==> config.mk <==
export PLATFORM = sky130hd
export DESIGN_NAME = can_bit_timing_error_irq_regs
export DESIGN_NICKNAME = d
export VERILOG_FILES = /design/src/hdl/can_regs_pkg.sv /design/src/hdl/can_bit_timing_error_irq_regs.sv
export SDC_FILE = /design/constraint.sdc
export NUM_CORES = 1
export LEC_CHECK = 0
export BUFFER_PORTS_ARGS = -buffer_cell sky130_fd_sc_hd__clkbuf_2
export CORE_AREA = 3 3 114 116
export DETAILED_ROUTE_END_ITERATION = 7
export DIE_AREA = 0 0 117 119
export GPL_TIMING_DRIVEN = 1
export PLACE_DENSITY = 0.75
export SLEW_MARGIN = 5
export SYNTH_ARGS = -nofsm -noshare
export SYNTH_HDL_FRONTEND = slang
export SYNTH_SLANG_ARGS = --single-unit
==> constraint.sdc <==
create_clock -name i_clk_sys -period 3.75 [get_ports i_clk_sys]
set_clock_uncertainty 0.15 [all_clocks]
set_input_delay 0.5625 -clock i_clk_sys [delete_from_list [all_inputs] [get_ports i_clk_sys]]
set_output_delay 0.5625 -clock i_clk_sys [all_outputs]
set_load 0.03 [all_outputs]
==> src/hdl/can_regs_pkg.sv <==
// constants, field layouts and carrier types of the can timing/error/irq slice
// assumes a 40 MHz system clock running at four times the instruction clock
package can_regs_pkg;

  // ----------------------------------------------------------------
  // register map (byte addresses, one 32-bit word each)
  // ----------------------------------------------------------------
  localparam int unsigned ADDR_W = 8;
  localparam logic [7:0] OFS_CFG_ONE = 8'h00;
  localparam logic [7:0] OFS_CFG_TWO = 8'h04;
  localparam logic [7:0] OFS_ERR_COUNT = 8'h08;
  localparam logic [7:0] OFS_IRQ_EN = 8'h0c;
  localparam logic [7:0] OFS_IRQ_FLAG = 8'h10;

  // ----------------------------------------------------------------
  // implemented bits and reset values
  // ----------------------------------------------------------------
  localparam logic [15:0] CFG_ONE_MASK = 16'h00ff;
  localparam logic [15:0] CFG_TWO_MASK = 16'h47ff;
  localparam logic [15:0] IRQ_EN_MASK = 16'h00ff;
  localparam logic [15:0] CFG_ONE_RST = 16'h0000;
  localparam logic [15:0] CFG_TWO_RST = 16'h0000;
  localparam logic [15:0] ERR_COUNT_RST = 16'h0000;
  localparam logic [7:0] IRQ_EN_RST = 8'h00;
  localparam logic [7:0] IRQ_FLAG_RST = 8'h00;

  // ----------------------------------------------------------------
  // field positions
  // ----------------------------------------------------------------
  localparam int unsigned JUMP_LSB = 6;
  localparam int unsigned PRESCALE_LSB = 0;
  localparam int unsigned WAKE_FIL_POS = 14;
  localparam int unsigned PH_TWO_LSB = 8;
  localparam int unsigned PH_TWO_SEL_POS = 7;
  localparam int unsigned TRIPLE_POS = 6;
  localparam int unsigned PH_ONE_LSB = 3;
  localparam int unsigned PROP_LSB = 0;
  localparam int unsigned OVF_RX0_POS = 15;
  localparam int unsigned OVF_RX1_POS = 14;
  localparam int unsigned ERR_FLAG_POS = 5;

  // ----------------------------------------------------------------
  // timing
  // ----------------------------------------------------------------
  localparam int unsigned CLK_MHZ = 40;
  localparam logic [3:0] PROC_TIME_QUANTA = 4'h3;
  localparam logic [1:0] INSTR_DIV_LAST = 2'h3;
  localparam int unsigned WAKE_FILT_NS = 500;
  localparam int unsigned WAKE_FILT_CYC = (WAKE_FILT_NS * CLK_MHZ + 999) / 1000;

  // ----------------------------------------------------------------
  // carriers and state
  // ----------------------------------------------------------------
  typedef enum logic [1:0] {SEG_SYNC, SEG_PROP, SEG_PH1, SEG_PH2} seg_e;

  typedef struct packed {
    logic rx_msg_error;
    logic rxbuf0_ovf;
    logic rxbuf1_ovf;
    logic txbuf2_done;
    logic txbuf1_done;
    logic txbuf0_done;
    logic rxbuf1_done;
    logic rxbuf0_done;
  } can_event_s;

  typedef struct packed {
    logic tx_bus_off_state;
    logic tx_passive_state;
    logic rx_passive_state;
    logic tx_warning_state;
    logic rx_warning_state;
  } can_err_state_s;

  typedef struct packed {
    logic [15:0] cfg_one;
    logic [15:0] cfg_two;
    logic [15:0] err_count;
    logic [7:0] irq_en;
    logic [7:0] flags;
    logic [1:0] ovf;
    can_err_state_s stat;
    logic ack;
    logic [31:0] rdat;
    logic irq;
    logic [1:0] instr_div;
    logic [6:0] pre;
    logic quantum;
    seg_e seg;
    logic [3:0] qcnt;
    logic [4:0] pos;
    logic [3:0] ext;
    logic resynced;
    logic [1:0] rx_hist;
    logic bit_val;
    logic sampled;
    logic bit_start;
    logic rx_prev;
    logic [4:0] low_cnt;
    logic wake_hit;
  } regs_state_s;

endpackage

==> src/hdl/can_bit_timing_error_irq_regs.sv <==
// can bit timing, error counter and interrupt register slice, wishbone slave
// assumes the protocol engine drives events, error states and counters
// synchronously to i_clk_sys, and i_clk_sys is four times the instruction clock
`timescale 1ns/10ps

module can_bit_timing_error_irq_regs
  import can_regs_pkg::*;
(
  input wire logic i_clk_sys,
  input wire logic i_reset,
  input wire logic i_wb_cyc,
  input wire logic i_wb_stb,
  input wire logic i_wb_we,
  input wire logic [ADDR_W-1:0] i_wb_adr,
  input wire logic [3:0] i_wb_sel,
  input wire logic [31:0] i_wb_dat,
  output logic [31:0] o_wb_dat,
  output logic o_wb_ack,
  input wire logic i_module_clock_select,
  input wire logic i_can_rx,
  input wire logic i_sleep,
  input wire can_event_s i_events,
  input wire can_err_state_s i_err_state,
  input wire logic [7:0] i_tx_error_counter,
  input wire logic [7:0] i_rx_error_counter,
  output logic o_irq,
  output logic o_time_quantum,
  output logic o_bit_start,
  output logic o_sample_strobe,
  output logic o_sampled_bit,
  output logic o_wake_detect
);

  // ----------------------------------------------------------------
  // state and decoded fields
  // ----------------------------------------------------------------
  regs_state_s s;
  regs_state_s n;

  logic [1:0] resync_jump_width;
  logic [5:0] quantum_prescaler;
  logic wake_line_filter_en;
  logic [2:0] phase_two_length;
  logic phase_two_select;
  logic triple_sample_en;
  logic [2:0] phase_one_length;
  logic [2:0] propagation_length;
  logic [3:0] jump_quanta;
  logic [3:0] prop_len;
  logic [3:0] ph1_len;
  logic [3:0] ph1_base;
  logic [3:0] ph2_len;
  logic [15:0] flag_view;

  assign resync_jump_width = s.cfg_one[JUMP_LSB +: 2];
  assign quantum_prescaler = s.cfg_one[PRESCALE_LSB +: 6];
  assign wake_line_filter_en = s.cfg_two[WAKE_FIL_POS];
  assign phase_two_length = s.cfg_two[PH_TWO_LSB +: 3];
  assign phase_two_select = s.cfg_two[PH_TWO_SEL_POS];
  assign triple_sample_en = s.cfg_two[TRIPLE_POS];
  assign phase_one_length = s.cfg_two[PH_ONE_LSB +: 3];
  assign propagation_length = s.cfg_two[PROP_LSB +: 3];

  assign jump_quanta = {2'h0, resync_jump_width} + 4'h1;
  assign prop_len = {1'b0, propagation_length} + 4'h1;
  assign ph1_base = {1'b0, phase_one_length} + 4'h1;
  assign ph1_len = ph1_base + s.ext;
  always_comb
  begin
    if (phase_two_select)
    begin
      ph2_len = {1'b0, phase_two_length} + 4'h1;
    end
    else if (ph1_base > PROC_TIME_QUANTA)
    begin
      ph2_len = ph1_base;
    end
    else
    begin
      ph2_len = PROC_TIME_QUANTA;
    end
  end

  // flag register view, live state bits
  assign flag_view = {s.ovf[0], s.ovf[1], s.stat,
    s.stat.tx_warning_state | s.stat.rx_warning_state, s.flags};

  // ----------------------------------------------------------------
  // next state
  // ----------------------------------------------------------------
  always_comb
  begin
    logic access;
    logic wr;
    logic [15:0] wmask;
    logic [15:0] wdat;
    logic [15:0] rval;
    logic mod_en;
    logic q_tick;
    logic rx_now;
    logic edge_seen;
    logic [4:0] step;
    logic [4:0] reach;
    logic [7:0] flag_set;
    logic err_rise;
    logic [3:0] ext_new;
    access = 1'b0;
    wr = 1'b0;
    wmask = 16'h0000;
    wdat = 16'h0000;
    rval = 16'h0000;
    mod_en = 1'b0;
    q_tick = 1'b0;
    rx_now = i_can_rx;
    edge_seen = 1'b0;
    step = 5'h01;
    reach = 5'h00;
    flag_set = 8'h00;
    err_rise = 1'b0;
    ext_new = 4'h0;
    n = s;

    // ----------------------------------------------------------------
    // wishbone slave: one request, ack in the next cycle
    // ----------------------------------------------------------------
    access = i_wb_cyc & i_wb_stb & ~s.ack;
    wr = access & i_wb_we;
    wmask = {{8{i_wb_sel[1]}}, {8{i_wb_sel[0]}}};
    wdat = i_wb_dat[15:0] & wmask;
    n.ack = access;
    case (i_wb_adr)
      OFS_CFG_ONE: rval = s.cfg_one;
      OFS_CFG_TWO: rval = s.cfg_two;
      OFS_ERR_COUNT: rval = s.err_count;
      OFS_IRQ_EN: rval = {8'h00, s.irq_en};
      OFS_IRQ_FLAG: rval = flag_view;
      default: rval = 16'h0000;
    endcase
    n.rdat = (access & ~i_wb_we) ? {16'h0000, rval} : 32'h0000_0000;

    if (wr && i_wb_adr == OFS_CFG_ONE)
    begin
      n.cfg_one = ((s.cfg_one & ~wmask) | wdat) & CFG_ONE_MASK;
    end
    if (wr && i_wb_adr == OFS_CFG_TWO)
    begin
      n.cfg_two = ((s.cfg_two & ~wmask) | wdat) & CFG_TWO_MASK;
    end
    if (wr && i_wb_adr == OFS_IRQ_EN)
    begin
      n.irq_en = 8'(((s.irq_en & ~wmask[7:0]) | wdat[7:0]) & IRQ_EN_MASK[7:0]);
    end
    if (wr && i_wb_adr == OFS_IRQ_FLAG)
    begin
      n.flags = (s.flags & ~wmask[7:0]) | wdat[7:0];
      // overflow bits clear on a zero write to the upper byte lane
      if (i_wb_sel[1] && !i_wb_dat[OVF_RX0_POS])
      begin
        n.ovf[0] = 1'b0;
      end
      if (i_wb_sel[1] && !i_wb_dat[OVF_RX1_POS])
      begin
        n.ovf[1] = 1'b0;
      end
    end

    // ----------------------------------------------------------------
    // error state and counters
    // ----------------------------------------------------------------
    // counters copied from the engine
    n.err_count = {i_tx_error_counter, i_rx_error_counter};
    n.stat = i_err_state;
    err_rise = |(i_err_state & ~s.stat);

    // ----------------------------------------------------------------
    // wake-up detection
    // ----------------------------------------------------------------
    n.rx_prev = rx_now;
    if (rx_now)
    begin
      n.low_cnt = 5'h00;
    end
    else if (s.low_cnt != 5'(WAKE_FILT_CYC))
    begin
      n.low_cnt = s.low_cnt + 5'h01;
    end
    if (wake_line_filter_en)
    begin
      n.wake_hit = i_sleep & ~rx_now & (s.low_cnt == 5'(WAKE_FILT_CYC - 1));
    end
    else
    begin
      n.wake_hit = i_sleep & s.rx_prev & ~rx_now;
    end

    // ----------------------------------------------------------------
    // flags: hardware set wins over software clear
    // ----------------------------------------------------------------
    // flag sources
    flag_set = {i_events.rx_msg_error, s.wake_hit,
      err_rise | i_events.rxbuf0_ovf | i_events.rxbuf1_ovf,
      i_events.txbuf2_done, i_events.txbuf1_done, i_events.txbuf0_done,
      i_events.rxbuf1_done, i_events.rxbuf0_done};
    n.flags = n.flags | flag_set;
    n.ovf[0] = n.ovf[0] | i_events.rxbuf0_ovf;
    n.ovf[1] = n.ovf[1] | i_events.rxbuf1_ovf;
    n.irq = |(s.flags & s.irq_en);

    // ----------------------------------------------------------------
    // module clock and quantum prescaler
    // ----------------------------------------------------------------
    n.instr_div = s.instr_div + 2'h1;
    mod_en = i_module_clock_select | (s.instr_div == INSTR_DIV_LAST);
    q_tick = mod_en & (s.pre >= {quantum_prescaler, 1'b1});
    if (mod_en)
    begin
      n.pre = q_tick ? 7'h00 : s.pre + 7'h01;
    end
    n.quantum = q_tick;
    n.sampled = 1'b0;
    n.bit_start = 1'b0;

    // ----------------------------------------------------------------
    // bit segments
    // ----------------------------------------------------------------
    if (q_tick)
    begin
      edge_seen = s.rx_hist[0] & ~rx_now & ~s.resynced;
      n.rx_hist = {s.rx_hist[0], rx_now};
      n.pos = s.pos + 5'h01;
      case (s.seg)
        SEG_SYNC:
        begin
          n.seg = SEG_PROP;
          n.qcnt = 4'h0;
          n.pos = 5'h01;
          n.ext = 4'h0;
          n.resynced = 1'b0;
          n.bit_start = 1'b1;
        end
        SEG_PROP, SEG_PH1:
        begin
          // lengthen phase one by at most the jump width
          if (edge_seen)
          begin
            ext_new = (s.pos > {1'b0, jump_quanta}) ? jump_quanta : s.pos[3:0];
            n.ext = ext_new;
            n.resynced = 1'b1;
          end
          reach = {1'b0, s.qcnt} + 5'h01;
          if (s.seg == SEG_PROP)
          begin
            if (reach >= {1'b0, prop_len})
            begin
              n.seg = SEG_PH1;
              n.qcnt = 4'h0;
            end
            else
            begin
              n.qcnt = reach[3:0];
            end
          end
          else if (reach >= {1'b0, ph1_len})
          begin
            // single or majority of three samples
            if (triple_sample_en)
            begin
              n.bit_val = (s.rx_hist[1] & s.rx_hist[0]) | (s.rx_hist[1] & rx_now) |
                (s.rx_hist[0] & rx_now);
            end
            else
            begin
              n.bit_val = rx_now;
            end
            n.sampled = 1'b1;
            n.seg = SEG_PH2;
            n.qcnt = 4'h0;
          end
          else
          begin
            n.qcnt = reach[3:0];
          end
        end
        SEG_PH2:
        begin
          // shorten phase two by the jump width
          if (edge_seen)
          begin
            step = {1'b0, jump_quanta} + 5'h01;
            n.resynced = 1'b1;
          end
          reach = {1'b0, s.qcnt} + step;
          if (reach >= {1'b0, ph2_len})
          begin
            n.seg = SEG_SYNC;
            n.qcnt = 4'h0;
          end
          else
          begin
            n.qcnt = reach[3:0];
          end
        end
        default:
        begin
          n.seg = SEG_SYNC;
        end
      endcase
    end
  end

  // ----------------------------------------------------------------
  // state register
  // ----------------------------------------------------------------
  always_ff @(posedge i_clk_sys or posedge i_reset)
  begin
    if (i_reset)
    begin
      s <= '0;
      s.cfg_one <= CFG_ONE_RST;
      s.cfg_two <= CFG_TWO_RST;
      s.err_count <= ERR_COUNT_RST;
      s.irq_en <= IRQ_EN_RST;
      s.flags <= IRQ_FLAG_RST;
      s.seg <= SEG_SYNC;
      s.rx_hist <= 2'h3;
      s.rx_prev <= 1'b1;
      s.bit_val <= 1'b1;
    end
    else
    begin
      s <= n;
    end
  end

  assign o_wb_ack = s.ack;
  assign o_wb_dat = s.rdat;
  assign o_irq = s.irq;
  assign o_time_quantum = s.quantum;
  assign o_bit_start = s.bit_start;
  assign o_sample_strobe = s.sampled;
  assign o_sampled_bit = s.bit_val;
  assign o_wake_detect = s.wake_hit;

  logic [9:0] chk_gap;
  logic chk_steady;
  logic chk_mcs_prev;
  always_ff @(posedge i_clk_sys or posedge i_reset)
  begin
    if (i_reset)
    begin
      chk_gap <= 10'h000;
      chk_steady <= 1'b0;
      chk_mcs_prev <= 1'b0;
    end
    else
    begin
      chk_gap <= s.quantum ? 10'h001 : chk_gap + 10'h001;
      chk_mcs_prev <= i_module_clock_select;
      if ((o_wb_ack && i_wb_we && i_wb_adr == OFS_CFG_ONE) ||
        i_module_clock_select != chk_mcs_prev)
      begin
        chk_steady <= 1'b0;
      end
      else if (s.quantum)
      begin
        chk_steady <= 1'b1;
      end
    end
  end
endmodule

==> results, run 1 <==
- The run finished with clean final reports.
- 0 antenna diodes ended up in the layout.
- The share of total power dissipated in sequential elements is 0.406.
- For this configuration, the core starts out at a cell density of 0.500.
- The final weighted congestion in routability-driven placement is 0.852.
- Summed over all instances, the cell type with the most area after synthesis is dfrtp_1.
- For this run, the total global-route usage over all layers was measured as 0.210.
- Counting distinct cell types in the post-synthesis netlist gives 64.
- The number of sinks driven by the clock tree is 115.
- The post-CTS setup buffer count is 0.
- After synthesis, the largest family of logic cells by area is compound AO/OA/AOI/OAI gates.
- The total of buffers placed on input and output ports is 82.
- The sequential standard cell area is 2880 µm².
- The via count of the first global-routing pass was 4,518.
- The ratio of final minimum period to clock period is 0.931.
- After synthesis the cells add up to 6000 µm².
- The shortest period the worst path allows is 3.49 ns.
- The number of buffers inserted for hold repair after clock tree synthesis is 0.
- In this run the remaining antenna-violating nets after routing total 0.
- In this run the power spent charging and discharging nets is 758 µW.
- The chip height is 119 µm.
- The top achievable clock speed is 0.286 GHz.
- The count of boundary I/O pins is 120.
- Walking the worst path, the cells encountered are inv_1 -> ha_1 -> xnor2_1 -> nor2_1 -> fa_1 -> xor2_1 -> ha_1 -> nand2_1 -> o21ai_0 -> a221oi_2 -> a2111oi_2 -> mux2_2.
- The number of inserted filler cells in the final layout is 1,013.
- Wires add up to 14.0 mm.
- The required time of the critical path is 3.90 ns.
- Headroom to the max-slew limit came out at 0.573.
- The first global-routing pass estimated 22.5 mm of wire.
- Dividing the synthesized area by the synthesized cell count gives 10.8 µm².
- The element type at the critical path start is a register.
- The share of the Yosys chip area taken by registers is 0.480.
- The power density of the placed cells is 472 nW/µm².
- The register clock-pin slew on the reported worst setup and hold paths is 0.05 ns.
- The die is 117 µm wide.
- The max-slew violation count is 0.
- The finished layout cell area is 7060 µm².
- The cell type of the slowest stage on the worst timing path is fa_1.
- Of the post-synthesis cell area, the dominant cell type holds 0.463.
- The cell count after synthesis is 556.
- The cell family contributing the most delay on the critical path is adder cells.
- Of the total synthesized cell area, the portion taken by AND, OR, NAND and NOR gates is 0.130.
- Yosys printed 0 warnings.
- The library cell with the highest instance count after synthesis is dfrtp_1.
- VDD sags by at most 0.000312 V.
- The area fraction in compound gates after synthesis is 0.136.
- The number of buffer and inverter stages on the critical path is 1.
- Yosys attributes the largest share of cell area to dfrtp_1 (46%), ha_1 (9.4%), buf_4 (4.4%).
- In this run the worst path has a maximum fanout of 5.
- Setup repair after global routing left no endpoint under its margin.
- In the final routed layout, each cell accounts on average for 17.7 µm.
- The multi-input combinational cell area is 2760 µm².
- No sink is reached through more buffers than the 2 on the longest clock path.
- The combinational cell fraction of total power is 0.072.
- The final count of hold timing violations is 0.
- The multiplexer fraction of the synthesized cell area is 0.0529.
- After global routing the overflow that remains totals 0.
- The transition time of the tightest slew-check pin is 0.636 ns.
- In the final layout, the share of cells above drive strength 1 is 0.246.
- The cell repeated most along the worst path is ha_1.
- The xor/xnor cell area share of the yosys netlist is 0.0292.
- The register bit total from synthesis is 115.
- By count the netlist is led by dfrtp_1 (111), ha_1 (45), nand2_1 (43).
- Max-cap violations in this run came to 0.
- The longest individual stage delay on the worst path is 0.44 ns.
- At the end of the flow the core is filled with cells to 0.588.
- The tightest min-delay check is of the input port to asynchronous set/reset pin type.
- The arrival time of the worst setup path is 3.64 ns.
- Setup violations remaining at the end of the flow were counted as 0.
- The share of async-settable or async-resettable flops after synthesis is 1.00.
- TritonCTS built the clock tree.
- The clock tree root driver cell is clkbuf_16.
- Yosys mapped a number of flops with a built-in enable equal to 0.
- Of the total synthesized cell area, the portion taken by full adders, half adders and majority gates is 0.100.
- The CTS buffer count is 17.
- The kind of end point of the critical path is a register.
- In the routed design, unresolved DRC markers number 0.
- Entering global routing, the biggest net connects 70 pins.
- The design draws 3330 µW.
- The number of antenna violations at the first check in global routing is 0.
- The clock power share is 0.521.
- The clock tree synthesis step divided the H-tree into 4 levels.
- The post-place instance area is 6420 µm².
- After detailed routing, the number of vias per cell comes to 5.63.
- The region available for standard cell placement spans 12,000 µm².
- The layout-stage area growth over the synthesis result is 17.6%.
- For this design the static power due to leakage is 0.00341 µW.
- The routed layout has 4,467 vias.
- Internal power comes to 2570 µW.
- The kind of critical path is register to register.
- Of the total power, the share spent switching nets is 0.228.
- The length of the first detailed-routing pass in iterations is 5.
- For this block, the initial DRC count from the detailed router was 385.
- Adding up every negative setup slack in the final design gives 0 ns.
- The source-to-sink clock delay at the later pin of the worst-skew pair is 0.42 ns.
- In this run the core area contains 40 standard-cell rows.
- After legalization and detailed placement, the total HPWL measured 10.1 mm.
- At the end of the flow, the number of nets in the layout was 762.
- The die area is 13,900 µm².
- The top flip-flop cell by instance count after synthesis is dfrtp_1.
[metrics by stage]
stage               worst slack, ns  cells  hold WS (ns)
finish                        0.259    794        0.0578
global route                 0.0380    794        0.0832
CTS                           0.222    794        0.0827
detailed placement            0.105    762         0.294
global placement              0.193    762         0.264
floorplan                 0.0000580    571         0.251
[layout by cell type (no fill, tap or decap), drive strengths merged, types with 22 or more instances in the layout]
master  netlist  routed
o21ai        30      30
mux2         22      22
a21oi        24      24
ha           45      45
dfrtp       111     111
a22oi        23      23
nor2         38      38
inv          27      27
nand2        44      44
clkbuf        4     105
[kinds of logic (layout without fill, tap and decap cells)]
group,Yosys count,count (layout)
compound gates,122,122
xor+xnor,20,20
fa+ha+maj,47,47
buf+inv,75,151
flops,115,115
mux,29,29
other cells,1,16
simple gates,147,147
[path summary, 6_finish.rpt]
check / start / end / slack [ns] / depth (start not counted)
hold / removal: i_reset / o_wb_dat[6] / 0.06 / 2
setup / recovery: register / s[27] / 0.26 / 12
max in group asynchronous: i_reset / s[6] / 2.58 / 3
setup reg to reg: register / s[27] / 0.26 / 12
min in group i_clk_sys: i_tx_error_counter[6] / s[109] / 0.10 / 1
hold reg to reg: s[36] / s[36] / 0.29 / 1
[metal layers]
| metal | up-vias | wire [µm] | track usage |
|---|---|---|---|
| met5 | - | 0 | 0 |
| met4 | 0 | 161 | 0.0767 |
| met3 | 21 | 1020 | 0.0610 |
| met2 | 181 | 6850 | 0.343 |
| met1 | 2186 | 5990 | 0.263 |
| li1 | 2079 | - | - |
[power groups by stage]
stage / clock [µW] / sequential (µW) / combinational (µW)
after floorplan: 0 / 1360 / 169
after global placement: 0 / 1370 / 229
after detailed placement: 0 / 1370 / 241
after CTS: 1760 / 1350 / 242
after global routing: 1820 / 1360 / 272
final: 1740 / 1350 / 241
[final cells by class]
class | instances | share of cell area
Clock inverter | 9 | 0.0213
Inverter | 28 | 0.0152
Sequential cell | 115 | 0.408
Multi-Input combinational cell | 381 | 0.391
Clock buffer | 23 | 0.0691
Timing Repair Buffer | 91 | 0.0695
Tap cell | 147 | 0.0260
[timing repair]
item,CTS,global route
endpoints found under the setup margin,0,4
hold endpoints to repair,0,0
resized for setup,0,1
[worst reg2reg max path, delay by kind of cell, from the launching register on]
family                   cells  cell delay (ns)
AO/OA/AOI/OAI                3             0.68
XOR/XNOR                     2             0.37
adder cells (fa/ha/maj)      3             1.12
buffers and inverters        1             0.14
flip-flops                   1             0.40
multiplexers                 1             0.38
AND/OR/NAND/NOR              2             0.14
Power figures use the tool's default switching activity.
==> inputs of run 2 (changes only) <==
--- a/config.mk
+++ b/config.mk
@@ -6,11 +6,13 @@
 export NUM_CORES = 1
 export LEC_CHECK = 0
 export BUFFER_PORTS_ARGS = -buffer_cell sky130_fd_sc_hd__clkbuf_2
-export CORE_AREA = 3 3 114 116
+export CELL_PAD_IN_SITES_DETAIL_PLACEMENT = 0
+export CELL_PAD_IN_SITES_GLOBAL_PLACEMENT = 1
+export CORE_AREA = 3 3 129 131
 export DETAILED_ROUTE_END_ITERATION = 7
-export DIE_AREA = 0 0 117 119
+export DIE_AREA = 0 0 132 134
 export GPL_TIMING_DRIVEN = 1
-export PLACE_DENSITY = 0.75
+export PLACE_DENSITY_LB_ADDON = 0.1
 export SLEW_MARGIN = 5
 export SYNTH_ARGS = -nofsm -noshare
 export SYNTH_HDL_FRONTEND = slang
==> run 2 against run 1 <==
Compared with the run above: global-route usage decreased by 3.7 points; combinational power decreased by 2%; largest power group unchanged; register-to-register slack got worse by 0.02 ns; routed wire length increased by 5.8%; critical path type unchanged; count of clock-buffer cells in the layout decreased by 6; design area increased by 1.6%.
==> results, run 2 (synthesis gave the netlist of run 1 again) <==
- The internal portion of total power is 2510 µW (was 2570 µW).
- The number of DRC violations after detailed routing is 0 (unchanged).
- The worst IR drop on VDD is 0.000320 V (was 0.000312 V).
- The average via count per standard cell came to 4.95 (was 5.63).
- The number of antenna violations at the first check in global routing is 0 (unchanged).
- The endpoint of the most critical register-to-register path was s[27] (unchanged).
- The kind of end point of the critical path is a register (unchanged).
- The net switching power figure came to 820 µW (was 758 µW).
- The clock power share is 0.524 (was 0.521).
- The remaining number of nets flagged by the antenna check after routing is 0 (unchanged).
- The wire length per cell after detailed routing is 17.1 µm (was 17.7 µm).
- RSZ-0062 raised after global routing: no (unchanged).
- The post-CTS setup buffer count was 0 (unchanged).
- The layout-stage area growth over the synthesis result was 19.4% (was 17.6%).
- The CTS buffer count came to 17 (unchanged).
- The kind of critical path was register to register (unchanged).
- The number of sinks driven by the clock tree came to 115 (unchanged).
- The remaining max-slew budget at the tightest pin is 0.475 (was 0.573).
- The kind of path behind the tightest hold check is input port to register (was input port to asynchronous set/reset pin).
- Result of the run: finished clean (unchanged).
- The final count of hold timing violations is 0 (unchanged).
- The summed negative setup slack over all endpoints is 0 ns (unchanged).
- The shortest period the worst path allows is 3.51 ns (was 3.49 ns).
- The initial core utilization is 0.382 (was 0.500).
- The total power after layout is 3330 µW (about the same).
- The cell depth of the worst flop-to-flop path is 13 (was 12).
- Highest-count cells in the layout ignoring fill and taps: dfrtp_1 (111), clkbuf_2 (82), ha_1 (45), nand2_1 (43), nor2_1 (36) (unchanged).
- The fraction of power consumed by sequential logic is 0.405 (was 0.406).
- The area inside the core boundary was 15,700 µm² (was 12,000 µm²).
- The hold slack is 0.0997 ns (was 0.0578 ns).
- The transition time of the tightest slew-check pin is 0.783 ns (was 0.636 ns).
- The placed wire-length estimate is 10.8 mm (was 10.1 mm).
- The max-slew violation count is 0 (unchanged).
- The maximum fanout along the worst path is 4 (was 5).
- The worst-case register-to-register setup slack came to 0.24 ns (was 0.26 ns).
- The TritonCTS clock tree is yes (unchanged).
- The number of cell rows is 46 (was 40).
- The overall global routing resource usage came to 0.173 (was 0.210).
- The required time of the critical path was 3.90 ns (about the same).
- The chip height is 134 µm (was 119 µm).
- The top achievable clock speed is 0.285 GHz (was 0.286 GHz).
- The final wirelength came to 14.8 mm (was 14.0 mm).
- The length of the first detailed-routing pass in iterations is 5 (unchanged).
- The combinational cell fraction of total power is 0.071 (was 0.072).
- The power density of the placed cells is 464 nW/µm² (was 472 nW/µm²).
- The first-iteration detailed-routing DRC count is 224 (was 385).
- The largest net degree at the start of global routing came to 59 (was 70).
- The total via count in the routed design came to 4,303 (was 4,467).
- The depth of the CTS H-tree came to 4 (unchanged).
- The die area was 17,700 µm² (was 13,900 µm²).
- The max-cap violation count is 0 (unchanged).
- The end point of the critical path is s[27] (unchanged).
- The worst setup slack before clock tree synthesis came to 0.109 ns (was 0.105 ns).
- The clock tree root driver cell is clkbuf_16 (unchanged).
- The final weighted congestion in routability-driven placement was 0.768 (was 0.852).
- The share of final-layout standard cells stronger than drive strength 1 is 0.256 (was 0.246).
- The ratio of final minimum period to clock period is 0.935 (was 0.931).
- The via count of the first global-routing pass came to 4,358 (was 4,518).
- The count of endpoints failing setup in the final report is 0 (unchanged).
- The leakage component of the power is 0.00343 µW (was 0.00341 µW).
- The maximum clock insertion buffer count is 2 (unchanged).
- The net total in the final layout is 768 (was 762).
- The source-to-sink clock delay at the later pin of the worst-skew pair is 0.42 ns (about the same).
- The worst min-delay path startpoint is i_rx_error_counter[0].
- The count of boundary I/O pins came to 120 (unchanged).
- The final setup slack of the worst path was 0.242 ns (was 0.259 ns).
- The total of buffers placed on input and output ports is 82 (unchanged).
- The antenna diode instance count came to 0 (unchanged).
- The element type at the critical path start was a register (unchanged).
- The remaining global-route overflow came to 0 (unchanged).
- The first-pass GRT wire length came to 23.8 mm (was 22.5 mm).
- The switching share of power came to 0.246 (was 0.228).
- The register clock-pin slew on the reported worst setup and hold paths is 0.06 ns (was 0.05 ns).
- The arrival time of the worst setup path is 3.66 ns (was 3.64 ns).
- The most common cell after layout, fill and taps aside is dfrtp_1 (unchanged).
- The horizontal extent of the die is 132 µm (was 117 µm).
## run 2: cell types whose count changed in the layout (fill, tap and decap cells not counted), sizes merged
cell and change:
inv +3, buf +6, clkinv +2, clkbuf -6
clkinvlp +1
## run 2: final cells by class
| cell class | count | area [µm²] |
|---|---|---|
| Fill cell | 1526 | 8540 |
| Clock inverter | 15 | 205 |
| Timing Repair Buffer | 97 | 523 |
| Sequential cell | 115 | 2880 |
| Tap cell | 216 | 270 |
| Inverter | 28 | 108 |
| Multi-Input combinational cell | 381 | 2760 |
| Clock buffer | 17 | 425 |
## run 2: how the worst min path moves through the flow
stage | end | slack, ns | depth (start not counted)
floorplan | s[36] | 0.25 | 1
CTS | s[95] | 0.08 | 1
finish | s[95] | 0.1 | 1
global placement | s[36] | 0.26 | 1
global route | s[95] | 0.08 | 1
detailed placement | s[36] | 0.27 | 1
## run 2: metal layers
layer	track usage	up-vias	routed length [µm]
met5	0	-	0
met3	0.0476	9	767
met1	0.237	2091	7180
li1	-	2097	-
met4	0.0566	0	137
met2	0.267	106	6760
## run 2: critical path: stages (launching register included)
cell,delay [ns]
dfrtp_1,0.42
inv_1,0.08
ha_1,0.37
xnor2_1,0.17
nor2_1,0.09
fa_1,0.44
xor2_1,0.20
ha_1,0.30
nand2_1,0.05
o21ai_0,0.19
a221oi_2,0.11
buf_4,0.14
a2111oi_2,0.30
mux2_2,0.39
## run 2: power groups by stage
stage	Clock [µW]	Combinational [µW]	Sequential, µW
2_1_floorplan	0	169	1360
3_3_place_gp	0	234	1370
3_5_place_dp	0	239	1370
4_1_cts	1780	241	1350
5_1_grt	1850	270	1360
6_report	1740	235	1350
## run 2: metrics by stage
| stage | instance area (µm²) | util | cells |
|---|---|---|---|
| after CTS | 7170 | 0.456 | 869 |
| final | 7170 | 0.456 | 869 |
| after global placement | 6540 | 0.416 | 837 |
| after floorplan | 6060 | - | 571 |
| after detailed placement | 6540 | 0.416 | 837 |
| after global routing | 7170 | 0.456 | 869 |
## run 2: timing repair
| action | in CTS | in global routing |
|---|---|---|
| setup endpoints to repair | 0 | 2 |
| resized for setup | 0 | 1 |
| hold buffers | 0 | 0 |
